### config.mk
export PLATFORM = sky130hd
export DESIGN_NAME = mai_interlock
export DESIGN_NICKNAME = d
export VERILOG_FILES = /design/src/core/mai_pkg.sv /design/src/core/mai_interlock.sv
export VERILOG_INCLUDE_DIRS = /design/src /design/src/core
export SDC_FILE = /design/constraint.sdc
export NUM_CORES = 1
export LEC_CHECK = 0
export BUFFER_PORTS_ARGS = -buffer_cell sky130_fd_sc_hd__buf_2
export CORE_UTILIZATION = 55
export CTS_CLUSTER_DIAMETER = 80
export CTS_CLUSTER_SIZE = 24
export DETAILED_ROUTE_END_ITERATION = 7
export GPL_TIMING_DRIVEN = 0
export PLACE_DENSITY = 0.87
export REMOVE_ABC_BUFFERS = 1
export SLEW_MARGIN = 25
export SYNTH_ARGS = -nofsm -noshare
export SYNTH_HDL_FRONTEND = slang
export SYNTH_SLANG_ARGS = --single-unit
### constraint.sdc
create_clock -name clk -period 4.17 [get_ports clk]
set_input_delay 1.251 -clock clk [delete_from_list [all_inputs] [get_ports clk]]
set_output_delay 1.251 -clock clk [all_outputs]
set_load 0.01 [all_outputs]
### src/core/mai_regs.svh
// Purpose: timing counts for the multiplier access interlock
// Assumes: one core clock, counts in cycles
// Notes: definitions only
`ifndef MAI_REGS_SVH
`define MAI_REGS_SVH
`define MAI_MAC_MA_CYCLES 2'h2
`define MAI_MAC_MM_CYCLES 2'h2
`define MAI_OCC_W 3
`endif

### src/core/mai_pkg.sv
// Purpose: types for the multiplier access interlock
// Assumes: instruction class decoded upstream
// Notes: one-hot stage states
package mai_pkg;
   typedef enum logic [2:0]
   {
      MAI_OP_OTHER = 3'h0,
      MAI_OP_MAC = 3'h1,
      MAI_OP_DMUL = 3'h2,
      MAI_OP_COPY = 3'h3,
      MAI_OP_STORE = 3'h4
   } mai_op_t;
   typedef enum logic [3:0]
   {
      MAI_ST_IDLE = 4'b0001,
      MAI_ST_ACC = 4'b0010,
      MAI_ST_WAIT = 4'b0100,
      MAI_ST_WB = 4'b1000
   } mai_state_t;
endpackage

### src/core/mai_interlock.sv
// Purpose: memory-access stage interlock against a busy multiply unit
// Assumes: op_valid is a one-cycle pulse as an op leaves execute_stage
// Notes: mul_acc_word occupancy tracked by a cycle counter
// How it works
// RULE1 - double_signed_multiply gets a memory_access_stage to reach the multiplier.
// RULE2 - that stage never stalls on a preceding mul_acc_word busy cycle.
// RULE3 - its memory_access_stage colliding with fetch splits the slot.
// RULE4 - system_reg_copy_out gets a multiplier-access memory_access_stage.
// RULE5 - copy-out access stretches until multiplier_busy_cycle ends, one slot.
// RULE6 - copy-out access contends with instruction fetch for the bus.
// RULE7 - system_reg_store_memory stage reads multiplier and writes memory.
// RULE8 - store waits for multiplier unless cached variant with cache on.
// RULE9 - mul_acc_word occupies two access stages then two busy cycles.
// RULE10 - copy-out result written in writeback_stage one cycle after access.
`timescale 1ns/1ns
`default_nettype none
`include "mai_regs.svh"
module mai_interlock
   import mai_pkg::*;
#(
   parameter bit CACHED_VARIANT = 1'b1
)
(
   // clock and reset
   input wire logic clk,
   input wire logic reset_n,
   // issue from execute_stage
   input wire logic op_valid,
   input wire mai_op_t op_kind,
   // cache state and fetch request
   input wire logic cache_on,
   input wire logic fetch_req,
   // results
   output logic mul_access_reg,
   output logic mem_write_reg,
   output logic bus_data_reg,
   output logic fetch_grant_reg,
   output logic stall_reg,
   output logic mul_busy_reg,
   output logic wb_write_reg
);
   logic [`MAI_OCC_W-1:0] occ_reg;
   mai_state_t state_reg;
   mai_op_t kind_reg;
   logic busy_now;
   logic held_next;
   logic waits;
   logic bus_user;
   logic collide;

   function automatic logic needs_wait(input mai_op_t k, input logic c);
      case (k)
         MAI_OP_COPY: needs_wait = 1'b1; // [RULE5]
         MAI_OP_STORE: needs_wait = !(CACHED_VARIANT && c); // [RULE8]
         default: needs_wait = 1'b0; // [RULE2]
      endcase
   endfunction

   // busy during the two multiplier_busy_cycle slots after two accesses
   assign busy_now = (occ_reg != 3'h0) && (occ_reg <= 3'(`MAI_MAC_MM_CYCLES));
   // window still held in the cycle an access would take next
   assign held_next = occ_reg > 3'h1; // [RULE9]
   assign waits = needs_wait(kind_reg, cache_on) && held_next; // [RULE5]
   // every tracked access stage uses the shared bus
   assign bus_user = state_reg == MAI_ST_ACC && kind_reg != MAI_OP_OTHER;
   assign collide = bus_user && fetch_req && !fetch_grant_reg; // [RULE3]

   // occupancy counter must hold the whole window
   generate
      if (int'(`MAI_MAC_MA_CYCLES) + int'(`MAI_MAC_MM_CYCLES) >=
         (1 << `MAI_OCC_W) || int'(`MAI_MAC_MM_CYCLES) < 1)
      begin : g_occ_check
         $error("occupancy counter cannot hold the window");
      end
   endgenerate

   // mul_acc_word occupancy window
   always_ff @(posedge clk)
   begin
      if (!reset_n)
         occ_reg <= 3'h0;
      else if (op_valid && op_kind == MAI_OP_MAC)
         occ_reg <= 3'(`MAI_MAC_MA_CYCLES) +
            3'(`MAI_MAC_MM_CYCLES); // [RULE9]
      else if (occ_reg != 3'h0)
         occ_reg <= occ_reg - 3'h1;
   end

   always_ff @(posedge clk)
   begin
      if (!reset_n)
         mul_busy_reg <= 1'b0;
      else
         mul_busy_reg <= busy_now;
   end

   // access stage sequencing
   always_ff @(posedge clk)
   begin
      if (!reset_n)
      begin
         state_reg <= MAI_ST_IDLE;
         kind_reg <= MAI_OP_OTHER;
      end
      else
      begin
         case (state_reg)
            MAI_ST_IDLE:
            begin
               if (op_valid && op_kind inside {MAI_OP_DMUL, MAI_OP_COPY,
                   MAI_OP_STORE})
               begin
                  kind_reg <= op_kind; // [RULE1] [RULE4] [RULE7]
                  state_reg <= MAI_ST_WAIT;
               end
            end
            MAI_ST_WAIT:
               if (!waits)
                  state_reg <= MAI_ST_ACC; // [RULE5]
            MAI_ST_ACC:
            begin
               // fetch collision splits the slot; access holds one more
               if (collide)
                  state_reg <= MAI_ST_ACC; // [RULE3] [RULE6]
               else if (kind_reg == MAI_OP_COPY)
                  state_reg <= MAI_ST_WB; // [RULE10]
               else
                  state_reg <= MAI_ST_IDLE;
            end
            MAI_ST_WB:
               state_reg <= MAI_ST_IDLE;
            default:
               state_reg <= MAI_ST_IDLE;
         endcase
      end
   end

   // bus arbitration: fetch takes first half of a split slot
   always_ff @(posedge clk)
   begin
      if (!reset_n)
         fetch_grant_reg <= 1'b0;
      else
         fetch_grant_reg <= collide; // [RULE3] [RULE6]
   end

   always_ff @(posedge clk)
   begin
      if (!reset_n)
      begin
         mul_access_reg <= 1'b0;
         mem_write_reg <= 1'b0;
         bus_data_reg <= 1'b0;
         stall_reg <= 1'b0;
         wb_write_reg <= 1'b0;
      end
      else
      begin
         mul_access_reg <= state_reg == MAI_ST_ACC &&
            !(fetch_req && !fetch_grant_reg); // [RULE1] [RULE4]
         mem_write_reg <= state_reg == MAI_ST_ACC && kind_reg == MAI_OP_STORE
            && !(fetch_req && !fetch_grant_reg); // [RULE7]
         bus_data_reg <= state_reg == MAI_ST_ACC &&
            !(fetch_req && !fetch_grant_reg);
         stall_reg <= state_reg == MAI_ST_WAIT && waits; // [RULE5] [RULE8]
         wb_write_reg <= state_reg == MAI_ST_WB; // [RULE10]
      end
   end

   AST_DMUL_NO_STALL: // [RULE2]
      assert property (@(posedge clk) disable iff (!reset_n)
         state_reg == MAI_ST_WAIT && kind_reg == MAI_OP_DMUL |=> !stall_reg)
      else $error("double multiply stalled on busy multiplier");
   AST_COPY_STALL: // [RULE5]
      assert property (@(posedge clk) disable iff (!reset_n)
         state_reg == MAI_ST_WAIT && kind_reg == MAI_OP_COPY && held_next
         |=> stall_reg)
      else $error("copy-out not stretched while multiplier busy");
   AST_WB_AFTER: // [RULE10]
      assert property (@(posedge clk) disable iff (!reset_n)
         state_reg == MAI_ST_WB |=> wb_write_reg)
      else $error("writeback missing after copy-out access");
   AST_OCC: // [RULE9]
      assert property (@(posedge clk) disable iff (!reset_n)
         op_valid && op_kind == MAI_OP_MAC ##1
         (!(op_valid && op_kind == MAI_OP_MAC)) [*3]
         |-> busy_now ##1 busy_now ##1 !busy_now)
      else $error("mul_acc_word occupancy window wrong");
   AST_OCC_ACCESS: // [RULE9]
      assert property (@(posedge clk) disable iff (!reset_n)
         op_valid && op_kind == MAI_OP_MAC |=> !busy_now ##1 !busy_now)
      else $error("mul_acc_word busy during its access stages");
   AST_STORE_CACHE: // [RULE8]
      assert property (@(posedge clk) disable iff (!reset_n)
         state_reg == MAI_ST_WAIT && kind_reg == MAI_OP_STORE && CACHED_VARIANT
         && cache_on |=> !stall_reg)
      else $error("cached store stalled");
   AST_SPLIT: // [RULE3]
      assert property (@(posedge clk) disable iff (!reset_n)
         state_reg == MAI_ST_ACC && fetch_req && !fetch_grant_reg
         |=> fetch_grant_reg && !mul_access_reg)
      else $error("fetch collision not split");
   AST_WRITE_STORE: // [RULE7]
      assert property (@(posedge clk) disable iff (!reset_n)
         mem_write_reg |-> mul_access_reg)
      else $error("store write without multiplier read");
   AST_ACCESS_ONCE: // [RULE1]
      assert property (@(posedge clk) disable iff (!reset_n)
         state_reg == MAI_ST_ACC && !(fetch_req && !fetch_grant_reg)
         |=> mul_access_reg)
      else $error("access stage missing");
   AST_COPY_AFTER_MUL: // [RULE5]
      assert property (@(posedge clk) disable iff (!reset_n)
         state_reg == MAI_ST_ACC && kind_reg == MAI_OP_COPY |-> !busy_now)
      else $error("copy-out reached multiplier while it was busy");
   AST_STORE_WAITS: // [RULE8]
      assert property (@(posedge clk) disable iff (!reset_n)
         state_reg == MAI_ST_WAIT && kind_reg == MAI_OP_STORE
         && !(CACHED_VARIANT && cache_on) && held_next |=> stall_reg)
      else $error("uncached store did not wait for multiplier");
   AST_STALL_NO_ACCESS: // [RULE5]
      assert property (@(posedge clk) disable iff (!reset_n)
         stall_reg |-> !mul_access_reg && !bus_data_reg)
      else $error("access made while stretched");
   AST_GRANT_ONE: // [RULE3]
      assert property (@(posedge clk) disable iff (!reset_n)
         fetch_grant_reg |=> !fetch_grant_reg)
      else $error("fetch held the split slot twice");
   AST_BUS_OWNER: // [RULE6]
      assert property (@(posedge clk) disable iff (!reset_n)
         fetch_grant_reg |-> !bus_data_reg)
      else $error("fetch and data access share one slot");
endmodule
`default_nettype wire

======== Word-level counts from Yosys, hierarchy flattened ========
Cells that the tools add are included.
word-level totals
  bits in registers ....................... 16
  input port bits ......................... 8
  output and inout bits ................... 7
  logic and storage cells ................. 56
cells by class
  add/subtract/negate cells ............... 1
  $lt $le $gt $ge ......................... 2
  eq/ne operators ......................... 12
  mux-type cells .......................... 8
  bitwise gates (word level) .............. 1
  reductions and logical operators ........ 22
operator list
  cell                 number
  $mux 4               4
  $logic_and 1x1->1    12
  $pmux 4 s3           1
  $eq 3x2->1 const B   3
  $reduce_bool 3->1    3
  $eq 3x3->1 const B   2
  $mux 3               2
  $eq 4x1->1 const B   1
  $eq 4x2->1 const B   1
  $eq 4x3->1 const B   1
  $eq 4x4->1 const B   1
  $ne 2x2->1 const B   2
  $reduce_and 2->1     2
  $eq 3x1->1 const B   1
  $gt 3x1->1 const B   1
  $le 3x2->1 const B   1
  $logic_not 1->1      3
  $sub 3x1->3 const B  1
  $pmux 1 s2           1
  $reduce_bool 2->1    1
  $reduce_or 2->1      1
  $not 1->1            1

======== Logic depth before layout (Yosys ltp) ========
Gate-level depths: netlist (run 1).
  depth after elaboration ................. 6
  mapped depth ............................ 5
  mapped depth without buffers ............ 5

======== Least setup slack after synthesis (run 1) ========
OpenSTA, ideal clock, no wires.
  path type ............................... input -> register
  from .................................... input port cache_on
  to ...................................... register state_reg[1]
  library setup time ...................... 0.120 ns
  arrival ................................. 2.063 ns
  data required time ...................... 4.050 ns
  slack ................................... 1.987 ns
  cell stages on the path ................. 3
  buffers on the path ..................... 0
  cell sequence ........................... or4b_1 -> a22o_1 -> a2bb2oi_1
between the ends
  word-level cells in the longest chain between the ends .. 5
ends and longest elaborated chain
  item                               RTL line              RTL
  from (decl)                        mai_interlock.sv:31   input wire logic cache_on,
  $logic_not 1->1                    mai_interlock.sv:54   MAI_OP_STORE: needs_wait = !(CACHED_VARIANT && c);
  $pmux 1 s2                         mai_interlock.sv:52   case (k)
  $logic_and 1x1->1                  mai_interlock.sv:63   assign waits = needs_wait(kind_reg, cache_on) && held_next;
  $ne 2x2->1 (no source line)        n/a
  $reduce_and 2->1 (no source line)  n/a
  to (signal assigned)               mai_interlock.sv:102  state_reg <= MAI_ST_IDLE;
  to (signal assigned)               mai_interlock.sv:114  state_reg <= MAI_ST_WAIT;
  to (signal assigned)               mai_interlock.sv:119  state_reg <= MAI_ST_ACC;
  to (decl)                          mai_interlock.sv:43   mai_state_t state_reg;
Every way passes these cells.
A chain may end at the register's enable or synchronous reset.

==> impl_metrics.csv, run 1 <==
group,metric,value,unit
global_route,grt_overflow,0,
finish,finalNetCount,109,
timing,rsz0062_at_grt,"false",
synthesis,synth-seq-cells,16,
clock_network,cts.clk_slew.worst_paths,90,ps
die,starting_utilization_of_the_core_area,63.3,%
synthesis,combined_area_of_all_synthesized_cells,751,um2
timing,slew_limit_fails,0,
timing,final.period_utilization,50.2,%
flow_run,max_cap_violations,0,
synthesis,yosys.cell_types.count,29,
worst_setup_path,critical_path.top_delay_family,"simple AND/OR/NAND/NOR gates",
route,drcViolationCount,0,
timing,fmaxAchievable,477,MHz
worst_setup_path,cp_data_required_time,4420,ps
placement,detailedPlacementHpwl,983,um
synthesis,proportion_of_synthesized_chip_area_in_sequential_cells,42.7,%
die,i_o_pin_count,15,
global_route,grt_pass1_vias,544,
worst_setup_path,crit_path_max_fanout,13,
die,core_area,1190,um2
global_route,grt_max_degree,14,
worst_setup_path,worstPathBufferInverterCount,1,
pwr,fraction_of_power_spent_switching_nets,31.2,%
clock_network,clock_sinks,16,
die,die_x,38.9,um
route,firstDrtPassIters,4,
global_route,initial_antenna_violation_count,0,
worst_setup_path,critical_path_start_end_classification,"input port to flop",
route,post_drt_wl_per_cell,12.4,um
global_route,global_route.usage.total,20.7,%
pwr,pd_cells,459,nW/um2
clock_network,clock-root-buffer,"sky130_fd_sc_hd__clkbuf_4",
placement,port_buffers,14,
clock_network,htree_depth,1,
timing,setup_ws,2080,ps
synthesis,synthCells,80,
synthesis,synth_edf_count,0,
finish,layout-area-overhead-vs-synth,15.0,%
synthesis,dominantRegCellSynth,"sky130_fd_sc_hd__dfxtp_1",
pwr,clockPowerShare,26.3,%
pwr,cellInternalPower,0.273,mW
worst_setup_path,timing.critical_path.to_type,"flop",
clock_network,cts_hold_buffers,0,
timing,final.min_clock_period,2090,ps
timing,setup_violations,0,
pwr,power_leakage,0.395,nW
timing,timing.setup.tns,0,ps
worst_setup_path,path_cells,"buf_2, nor3b_1, nand2_1, a2bb2o_4",
worst_setup_path,worst_path_largest_cell_delay,440,ps
global_route,grt_pass1_wl,2100,um
placement,dpl_worst_slack,1760,ps
pwr,flop_pwr_share,47.5,%
pwr,power.net_switching,0.124,mW
clock_network,cts_buffers,3,
route,first_iter_violations,15,
synthesis,synth_async_sr_flop_share,0,%
route,detail_routed_via_count_per_cell,5.48,
route,detailroute.via_count,603,
finish,ff_latch_area,320,um2
die,die-area,1520,um2
finish,largest_register_ffs,4,
finish,area_of_combinational_cells_with_multiple_inputs,400,um2
clock_network,post-cts-setup-buffers,0,
timing,finalClockSkew,0.765,ps
pwr,share_comb_of_total_power,26.2,%
outcome,outcome,"complete, no violations",
worst_setup_path,crit_path_top_delay_cell,"sky130_fd_sc_hd__nor3b_1",
pwr,vdd.ir_drop.worst,0.354,mV
min_path,hold_path.class,"flop to flop",
placement,gp_routability_congestion,0.775,
worst_setup_path,critical_path.startpoint_type,"input port",
finish,nFillCells,97,
clock_network,worst_skew_pair.late_latency,290,ps
timing,hold_violations,0,
route,detail-route-antenna-nets,0,
worst_setup_path,worst-endpoint-arrival,2340,ps
route,finalWirelength,1360,um
finish,layout-drive-gt1-share,20.8,%
synthesis,yosys_warnings,0,
die,floorplan.die.height,38.9,um
die,fp-row-count,12,
clock_network,clk_path_buf_depth,2,
timing,tightest_slew,452,ps
clock_network,cts_tree,"done",
timing,relSlewSlack,69.8,%
finish,antenna_fix_cells,0,
clock_network,post_cts_resized,0,
synthesis,average_size_of_a_mapped_cell,9.38,um2
## layout by cell type (no fill, tap or decap)
| cell | n |
|---|---|
| sky130_fd_sc_hd__nand4b_1 | 1 |
| sky130_fd_sc_hd__or4b_1 | 1 |
| sky130_fd_sc_hd__a22o_1 | 1 |
| sky130_fd_sc_hd__a32oi_1 | 1 |
| sky130_fd_sc_hd__a21boi_0 | 1 |
| sky130_fd_sc_hd__clkbuf_8 | 1 |
| sky130_fd_sc_hd__nor4b_1 | 1 |
| sky130_fd_sc_hd__inv_1 | 5 |
| sky130_fd_sc_hd__nand4bb_1 | 1 |
| sky130_fd_sc_hd__o221ai_1 | 1 |
| sky130_fd_sc_hd__clkbuf_4 | 3 |
| sky130_fd_sc_hd__nor2_1 | 8 |
| sky130_fd_sc_hd__ha_1 | 4 |
| sky130_fd_sc_hd__mux2i_1 | 4 |
| sky130_fd_sc_hd__nand3b_1 | 1 |
| sky130_fd_sc_hd__dfxtp_1 | 16 |
| sky130_fd_sc_hd__o21bai_1 | 1 |
| sky130_fd_sc_hd__nor3_1 | 3 |
| sky130_fd_sc_hd__buf_2 | 14 |
| sky130_fd_sc_hd__o211a_1 | 2 |
| sky130_fd_sc_hd__nand2b_1 | 3 |
| sky130_fd_sc_hd__nand2_1 | 11 |
| sky130_fd_sc_hd__nor3b_1 | 2 |
| sky130_fd_sc_hd__a211oi_1 | 1 |
| sky130_fd_sc_hd__a2bb2o_4 | 1 |
| sky130_fd_sc_hd__xnor2_1 | 1 |
| sky130_fd_sc_hd__a2bb2oi_1 | 1 |
| sky130_fd_sc_hd__or2_2 | 1 |
| sky130_fd_sc_hd__nor4_1 | 1 |
| sky130_fd_sc_hd__nor2b_1 | 4 |
## through the flow
step | utilization, % | cell area, um2 | power, mW | hold slack [ps] | std cells
after floorplan | - | 739 | 0.265 | 435 | 78
after global placement | 69.7 | 827 | 0.285 | 456 | 106
after detailed placement | 69.7 | 827 | 0.292 | 468 | 106
after CTS | 72.8 | 863 | 0.397 | 487 | 110
after global routing | 72.8 | 863 | 0.415 | 499 | 110
final | 72.8 | 863 | 0.397 | 482 | 110
## cell usage after synthesis, types with 2 or more instances
library cell | instances | area (um2)
sky130_fd_sc_hd__dfxtp_1 | 16 | 320
sky130_fd_sc_hd__inv_1 | 5 | 18.8
sky130_fd_sc_hd__ha_1 | 4 | 50.1
sky130_fd_sc_hd__nor2b_1 | 4 | 25.0
sky130_fd_sc_hd__o211a_1 | 2 | 20.0
sky130_fd_sc_hd__nor2_1 | 8 | 30.0
sky130_fd_sc_hd__nor3_1 | 3 | 15.0
sky130_fd_sc_hd__nor3b_1 | 2 | 15.0
sky130_fd_sc_hd__nand2b_1 | 3 | 18.8
sky130_fd_sc_hd__mux2i_1 | 4 | 40.0
sky130_fd_sc_hd__nand2_1 | 11 | 41.3
## area by class of cell
| cell class | count | area share, % |
|---|---|---|
| multi-input combinational | 57 | 46.4 |
| tap | 14 | 2.03 |
| timing repair buffer | 14 | 8.12 |
| clock buffer | 4 | 4.20 |
| inverter | 5 | 2.17 |
| sequential | 16 | 37.1 |
## layer usage
metal / vias up / GRT usage (%) / wire length, um
met1: 276 / 23.8 / 680
li1: 309 / - / -
met4: 0 / 12.9 / 24
met3: 5 / 3.47 / 38
met2: 13 / 35.0 / 619
met5: - / 0 / 0
## final timing paths
| kind | endpoint | depth (start not counted) | startpoint | slack, ps |
|---|---|---|---|---|
| max reg2reg | state_reg[2] | 3 | kind_reg[0] | 2800 |
| max | state_reg[2] | 4 | reset_n | 2080 |
| min reg2reg | mem_write_reg | 2 | kind_reg[2] | 480 |
| min | mem_write_reg | 2 | kind_reg[2] | 480 |
## worst register-to-register path, cell delays in order, from the launching register on
cell                       delay, ps
sky130_fd_sc_hd__dfxtp_1         350
sky130_fd_sc_hd__or4b_1          530
sky130_fd_sc_hd__a22o_1          250
sky130_fd_sc_hd__a2bb2o_4        200
## cells by family (layout without fill, tap and decap cells)
family                     after synthesis  in the layout  share of synthesized area (%)
xor gates and xnor gates                 1              1                           1.17
adders and majority gates                4              4                           6.67
buffers and inverters                    7             23                           4.00
muxes                                    4              4                           5.33
and+or+nand+nor                         38             38                           27.2
DFF                                     16             16                           42.7
AOI/OAI and AO/OA                       10             10                           13.0
## power by group through the flow
stage | logic [mW] | clock network (mW) | registers, mW
3_3_place_gp | 0.0964 | 0 | 0.189
5_1_grt | 0.116 | 0.110 | 0.190
4_1_cts | 0.106 | 0.105 | 0.187
6_report | 0.104 | 0.104 | 0.188
2_1_floorplan | 0.0759 | 0 | 0.189
3_5_place_dp | 0.102 | 0 | 0.190
Power figures use the tool's default switching activity.
==> run 2: changes to the inputs <==
--- a/config.mk
+++ b/config.mk
@@ -6,13 +6,14 @@
 export SDC_FILE = /design/constraint.sdc
 export NUM_CORES = 1
 export LEC_CHECK = 0
+export ABC_AREA = 1
 export BUFFER_PORTS_ARGS = -buffer_cell sky130_fd_sc_hd__buf_2
-export CORE_UTILIZATION = 55
+export CORE_UTILIZATION = 52
 export CTS_CLUSTER_DIAMETER = 80
 export CTS_CLUSTER_SIZE = 24
 export DETAILED_ROUTE_END_ITERATION = 7
 export GPL_TIMING_DRIVEN = 0
-export PLACE_DENSITY = 0.87
+export PLACE_DENSITY = 0.83
 export REMOVE_ABC_BUFFERS = 1
 export SLEW_MARGIN = 25
 export SYNTH_ARGS = -nofsm -noshare
==> constraint.sdc (replaced) <==
create_clock -name clk -period 1.95 [get_ports clk]
set_input_delay 0.585 -clock clk [delete_from_list [all_inputs] [get_ports clk]]
set_output_delay 0.585 -clock clk [all_outputs]
set_load 0.01 [all_outputs]
==> run 2 against run 1 <==
- synthesized area up 3.8%
- hold slack gained 4.7 ps
- design area rose by 2.3%
- sequential power is 110% higher
- critical path depth shrank 3
- power up 110%
- clock-buffer cell count shrank 1
- sequential share of layout area is 0.84 points lower
- synthesized cell count is 24% higher
- sequential cell count is the same
- largest power group unchanged
==> impl_metrics.csv, run 2 <==
group,metric,value,unit
synthesis,yosys_warnings,0,
worst_setup_path,worst-endpoint-arrival,770,ps
worst_setup_path,crit_path_top_delay_cell,"sky130_fd_sc_hd__dfxtp_1",
route,first_iter_violations,5,
worst_setup_path,timing.critical_path.to_type,"output port",
synthesis,synth_top_area_share,41.1,%
worst_setup_path,cp_data_required_time,1360,ps
global_route,grt_overflow,0,
timing,timing.setup.tns,0,ps
route,detail_routed_via_count_per_cell,4.98,
global_route,grt_pass1_wl,2100,um
pwr,power.net_switching,0.279,mW
global_route,grt_pass1_vias,532,
worst_setup_path,setup.reg_to_reg.worst_slack,720,ps
pwr,cellInternalPower,0.536,mW
clock_network,worst_skew_pair.late_latency,280,ps
timing,setup_violations,0,
synthesis,combined_area_of_all_synthesized_cells,779,um2
placement,gp_routability_congestion,0.728,
pwr,power_leakage,0.426,nW
clock_network,cts_hold_buffers,0,
min_path,hold_path_start,"state_reg[1]",
timing,slew_limit_fails,0,
route,post_drt_wl_per_cell,10.2,um
route,drcViolationCount,0,
worst_setup_path,r2r_start,"occ_reg[1]",
die,die_x,40.7,um
pwr,pd_cells,923,nW/um2
pwr,clockPowerShare,21.2,%
timing,final.period_utilization,69.7,%
die,i_o_pin_count,15,
synthesis,most_numerous_cell_in_the_yosys_netlist,"sky130_fd_sc_hd__dfxtp_1",
placement,place_area,861,um2
die,core_area,1350,um2
route,detailroute.via_count,648,
worst_setup_path,critical_path_start_end_classification,"flop to output port",
synthesis,synth_async_sr_flop_share,0,%
pwr,fraction_of_power_spent_switching_nets,34.2,%
worst_setup_path,path_cells,"buf_2",
clock_network,clk_path_buf_depth,2,
die,floorplan.die.height,40.7,um
pwr,flop_pwr_share,48.8,%
synthesis,synth-seq-cells,16,
timing,fmaxAchievable,736,MHz
synthesis,synth_common_cells,"sky130_fd_sc_hd__dfxtp_1, sky130_fd_sc_hd__nor2_1, sky130_fd_sc_hd__nand2_1",
global_route,grt_max_degree,9,
min_path,holdPathEnd,"wb_write_reg",
die,fp-row-count,13,
timing,finalClockSkew,3.28,ps
finish,layout-drive-gt1-share,27.8,%
pwr,share_comb_of_total_power,30.1,%
worst_setup_path,crit_path_max_fanout,2,
die,die-area,1660,um2
synthesis,synth_edf_count,0,
clock_network,htree_depth,1,
synthesis,average_size_of_a_mapped_cell,7.87,um2
timing,hold_violations,0,
route,firstDrtPassIters,4,
worst_setup_path,critical_path.top_delay_family,"flip-flops",
finish,finalNetCount,129,
worst_setup_path,critical_path.startpoint_type,"flop",
timing,final.min_clock_period,1360,ps
finish,layout-area-overhead-vs-synth,13.3,%
clock_network,post-cts-setup-buffers,0,
finish,nFillCells,114,
finish,antenna_fix_cells,0,
worst_setup_path,reg2reg_to,"state_reg[3]",
timing,tightest_slew,211,ps
min_path,timing.hold.worst_path_depth,1,
synthesis,synth.area.top_cells,"sky130_fd_sc_hd__dfxtp_1, sky130_fd_sc_hd__nor2_1, sky130_fd_sc_hd__nand2_1, sky130_fd_sc_hd__ha_1, sky130_fd_sc_hd__inv_1",
finish,fin_cells,130,
worst_setup_path,worstPathBufferInverterCount,1,
placement,placed_cells,127,
clock_network,clock_sinks,16,
timing,rsz0062_at_grt,"false",
finish,area_of_combinational_cells_with_multiple_inputs,395,um2
finish,largest_register_ffs,4,
synthesis,proportion_of_synthesized_chip_area_in_sequential_cells,41.1,%
timing,worst_hold_slack,487,ps
timing,relSlewSlack,85.8,%
route,detailroute.wirelength.met2,630,um
die,starting_utilization_of_the_core_area,57.7,%
min_path,hold_path.class,"flop to flop",
clock_network,cts.clk_slew.worst_paths,90,ps
route,detail-route-antenna-nets,0,
global_route,initial_antenna_violation_count,0,
synthesis,yosys.cell_types.count,28,
clock_network,post_cts_resized,0,
finish,most_used_cells_in_the_layout_excluding_fill_and_tap_cells,"sky130_fd_sc_hd__dfxtp_1, sky130_fd_sc_hd__nor2_1, sky130_fd_sc_hd__nand2_1, sky130_fd_sc_hd__buf_2, sky130_fd_sc_hd__inv_1",
pwr,vdd.ir_drop.worst,0.418,mV
finish,ff_latch_area,320,um2
worst_setup_path,r2r.worst_path.cells,8,
finish,layout.cells.most_common,"sky130_fd_sc_hd__dfxtp_1",
placement,port_buffers,14,
route,finalWirelength,1330,um
clock_network,cts_buffers,3,
global_route,global_route.usage.total,20.2,%
route,wl_met3,42,um
placement,detailedPlacementHpwl,1050,um
clock_network,cts_tree,"done",
worst_setup_path,worst_path_largest_cell_delay,350,ps
route,met1_wire_length,632,um
clock_network,clock-root-buffer,"sky130_fd_sc_hd__clkbuf_4",
synthesis,post-synth-top-area-cell,"sky130_fd_sc_hd__dfxtp_1",
synthesis,dominantRegCellSynth,"sky130_fd_sc_hd__dfxtp_1",
outcome,outcome,"complete, no violations",
finish,fin_util,65.4,%
route,highest_layer,"met4",
synthesis,synthCells,99,
flow_run,max_cap_violations,0,
finish,final_cell_area,883,um2
## run 2: cell count changes after synthesis, moves of 3 or more
cell,previous run,this run
sky130_fd_sc_hd__inv_1,5,11
sky130_fd_sc_hd__nand2b_1,3,0
sky130_fd_sc_hd__nand2_1,11,14
sky130_fd_sc_hd__nor2_1,8,15
sky130_fd_sc_hd__nor2b_1,4,0
sky130_fd_sc_hd__nand3_1,0,4
sky130_fd_sc_hd__o21ai_1,0,3
sky130_fd_sc_hd__mux2i_1,4,0
sky130_fd_sc_hd__inv_2,0,3
## run 2: layout make-up
type,count,share of cell area [%]
clock buffers,3,2.55
multi-input cells,67,44.8
well taps,15,2.12
inverters,15,6.37
repair buffers,14,7.93
flip-flops and latches,16,36.3
## run 2: metrics by stage
stage | power (mW) | setup WS, ps
after global routing | 0.882 | 540
after detailed placement | 0.647 | 456
after floorplan | 0.593 | 699
after global placement | 0.638 | 496
final | 0.815 | 591
after CTS | 0.821 | 581
## run 2: kinds of logic (layout without fill, tap and decap cells)
group,after synthesis,after routing,synth area share (%)
adder cells (fa/ha/maj),4,4,6.42
AO/OA/AOI/OAI,9,9,6.74
buffers and inverters,16,32,8.19
XOR/XNOR,1,1,1.12
flip-flops,16,16,41.1
AND/OR/NAND/NOR,53,53,36.4
## run 2: layer usage
metal / global-route usage (%) / vias to the layer above
li1: - / 349
met1: 23.8 / 285
met2: 31.3 / 12
met3: 4.89 / 2
met4: 15.0 / 0
met5: 0 / -
## run 2: worst max path at each step
stage	to	slack, ps	cells past startpoint	startpoint
2_1_floorplan	kind_reg[2]	700	6	op_valid
3_3_place_gp	kind_reg[2]	500	7	op_kind[1]
3_5_place_dp	kind_reg[2]	460	7	op_kind[1]
4_1_cts	fetch_grant_reg	580	1	fetch_grant_reg
5_1_grt	fetch_grant_reg	540	1	fetch_grant_reg
6_report	fetch_grant_reg	590	1	fetch_grant_reg
## run 2: power by group through the flow
| stage | sequential [mW] | clock, mW | combinational, mW |
|---|---|---|---|
| 2_1_floorplan | 0.405 | 0 | 0.188 |
| 3_3_place_gp | 0.402 | 0 | 0.236 |
| 3_5_place_dp | 0.404 | 0 | 0.243 |
| 4_1_cts | 0.397 | 0.180 | 0.244 |
| 5_1_grt | 0.404 | 0.197 | 0.281 |
| 6_report | 0.398 | 0.173 | 0.245 |
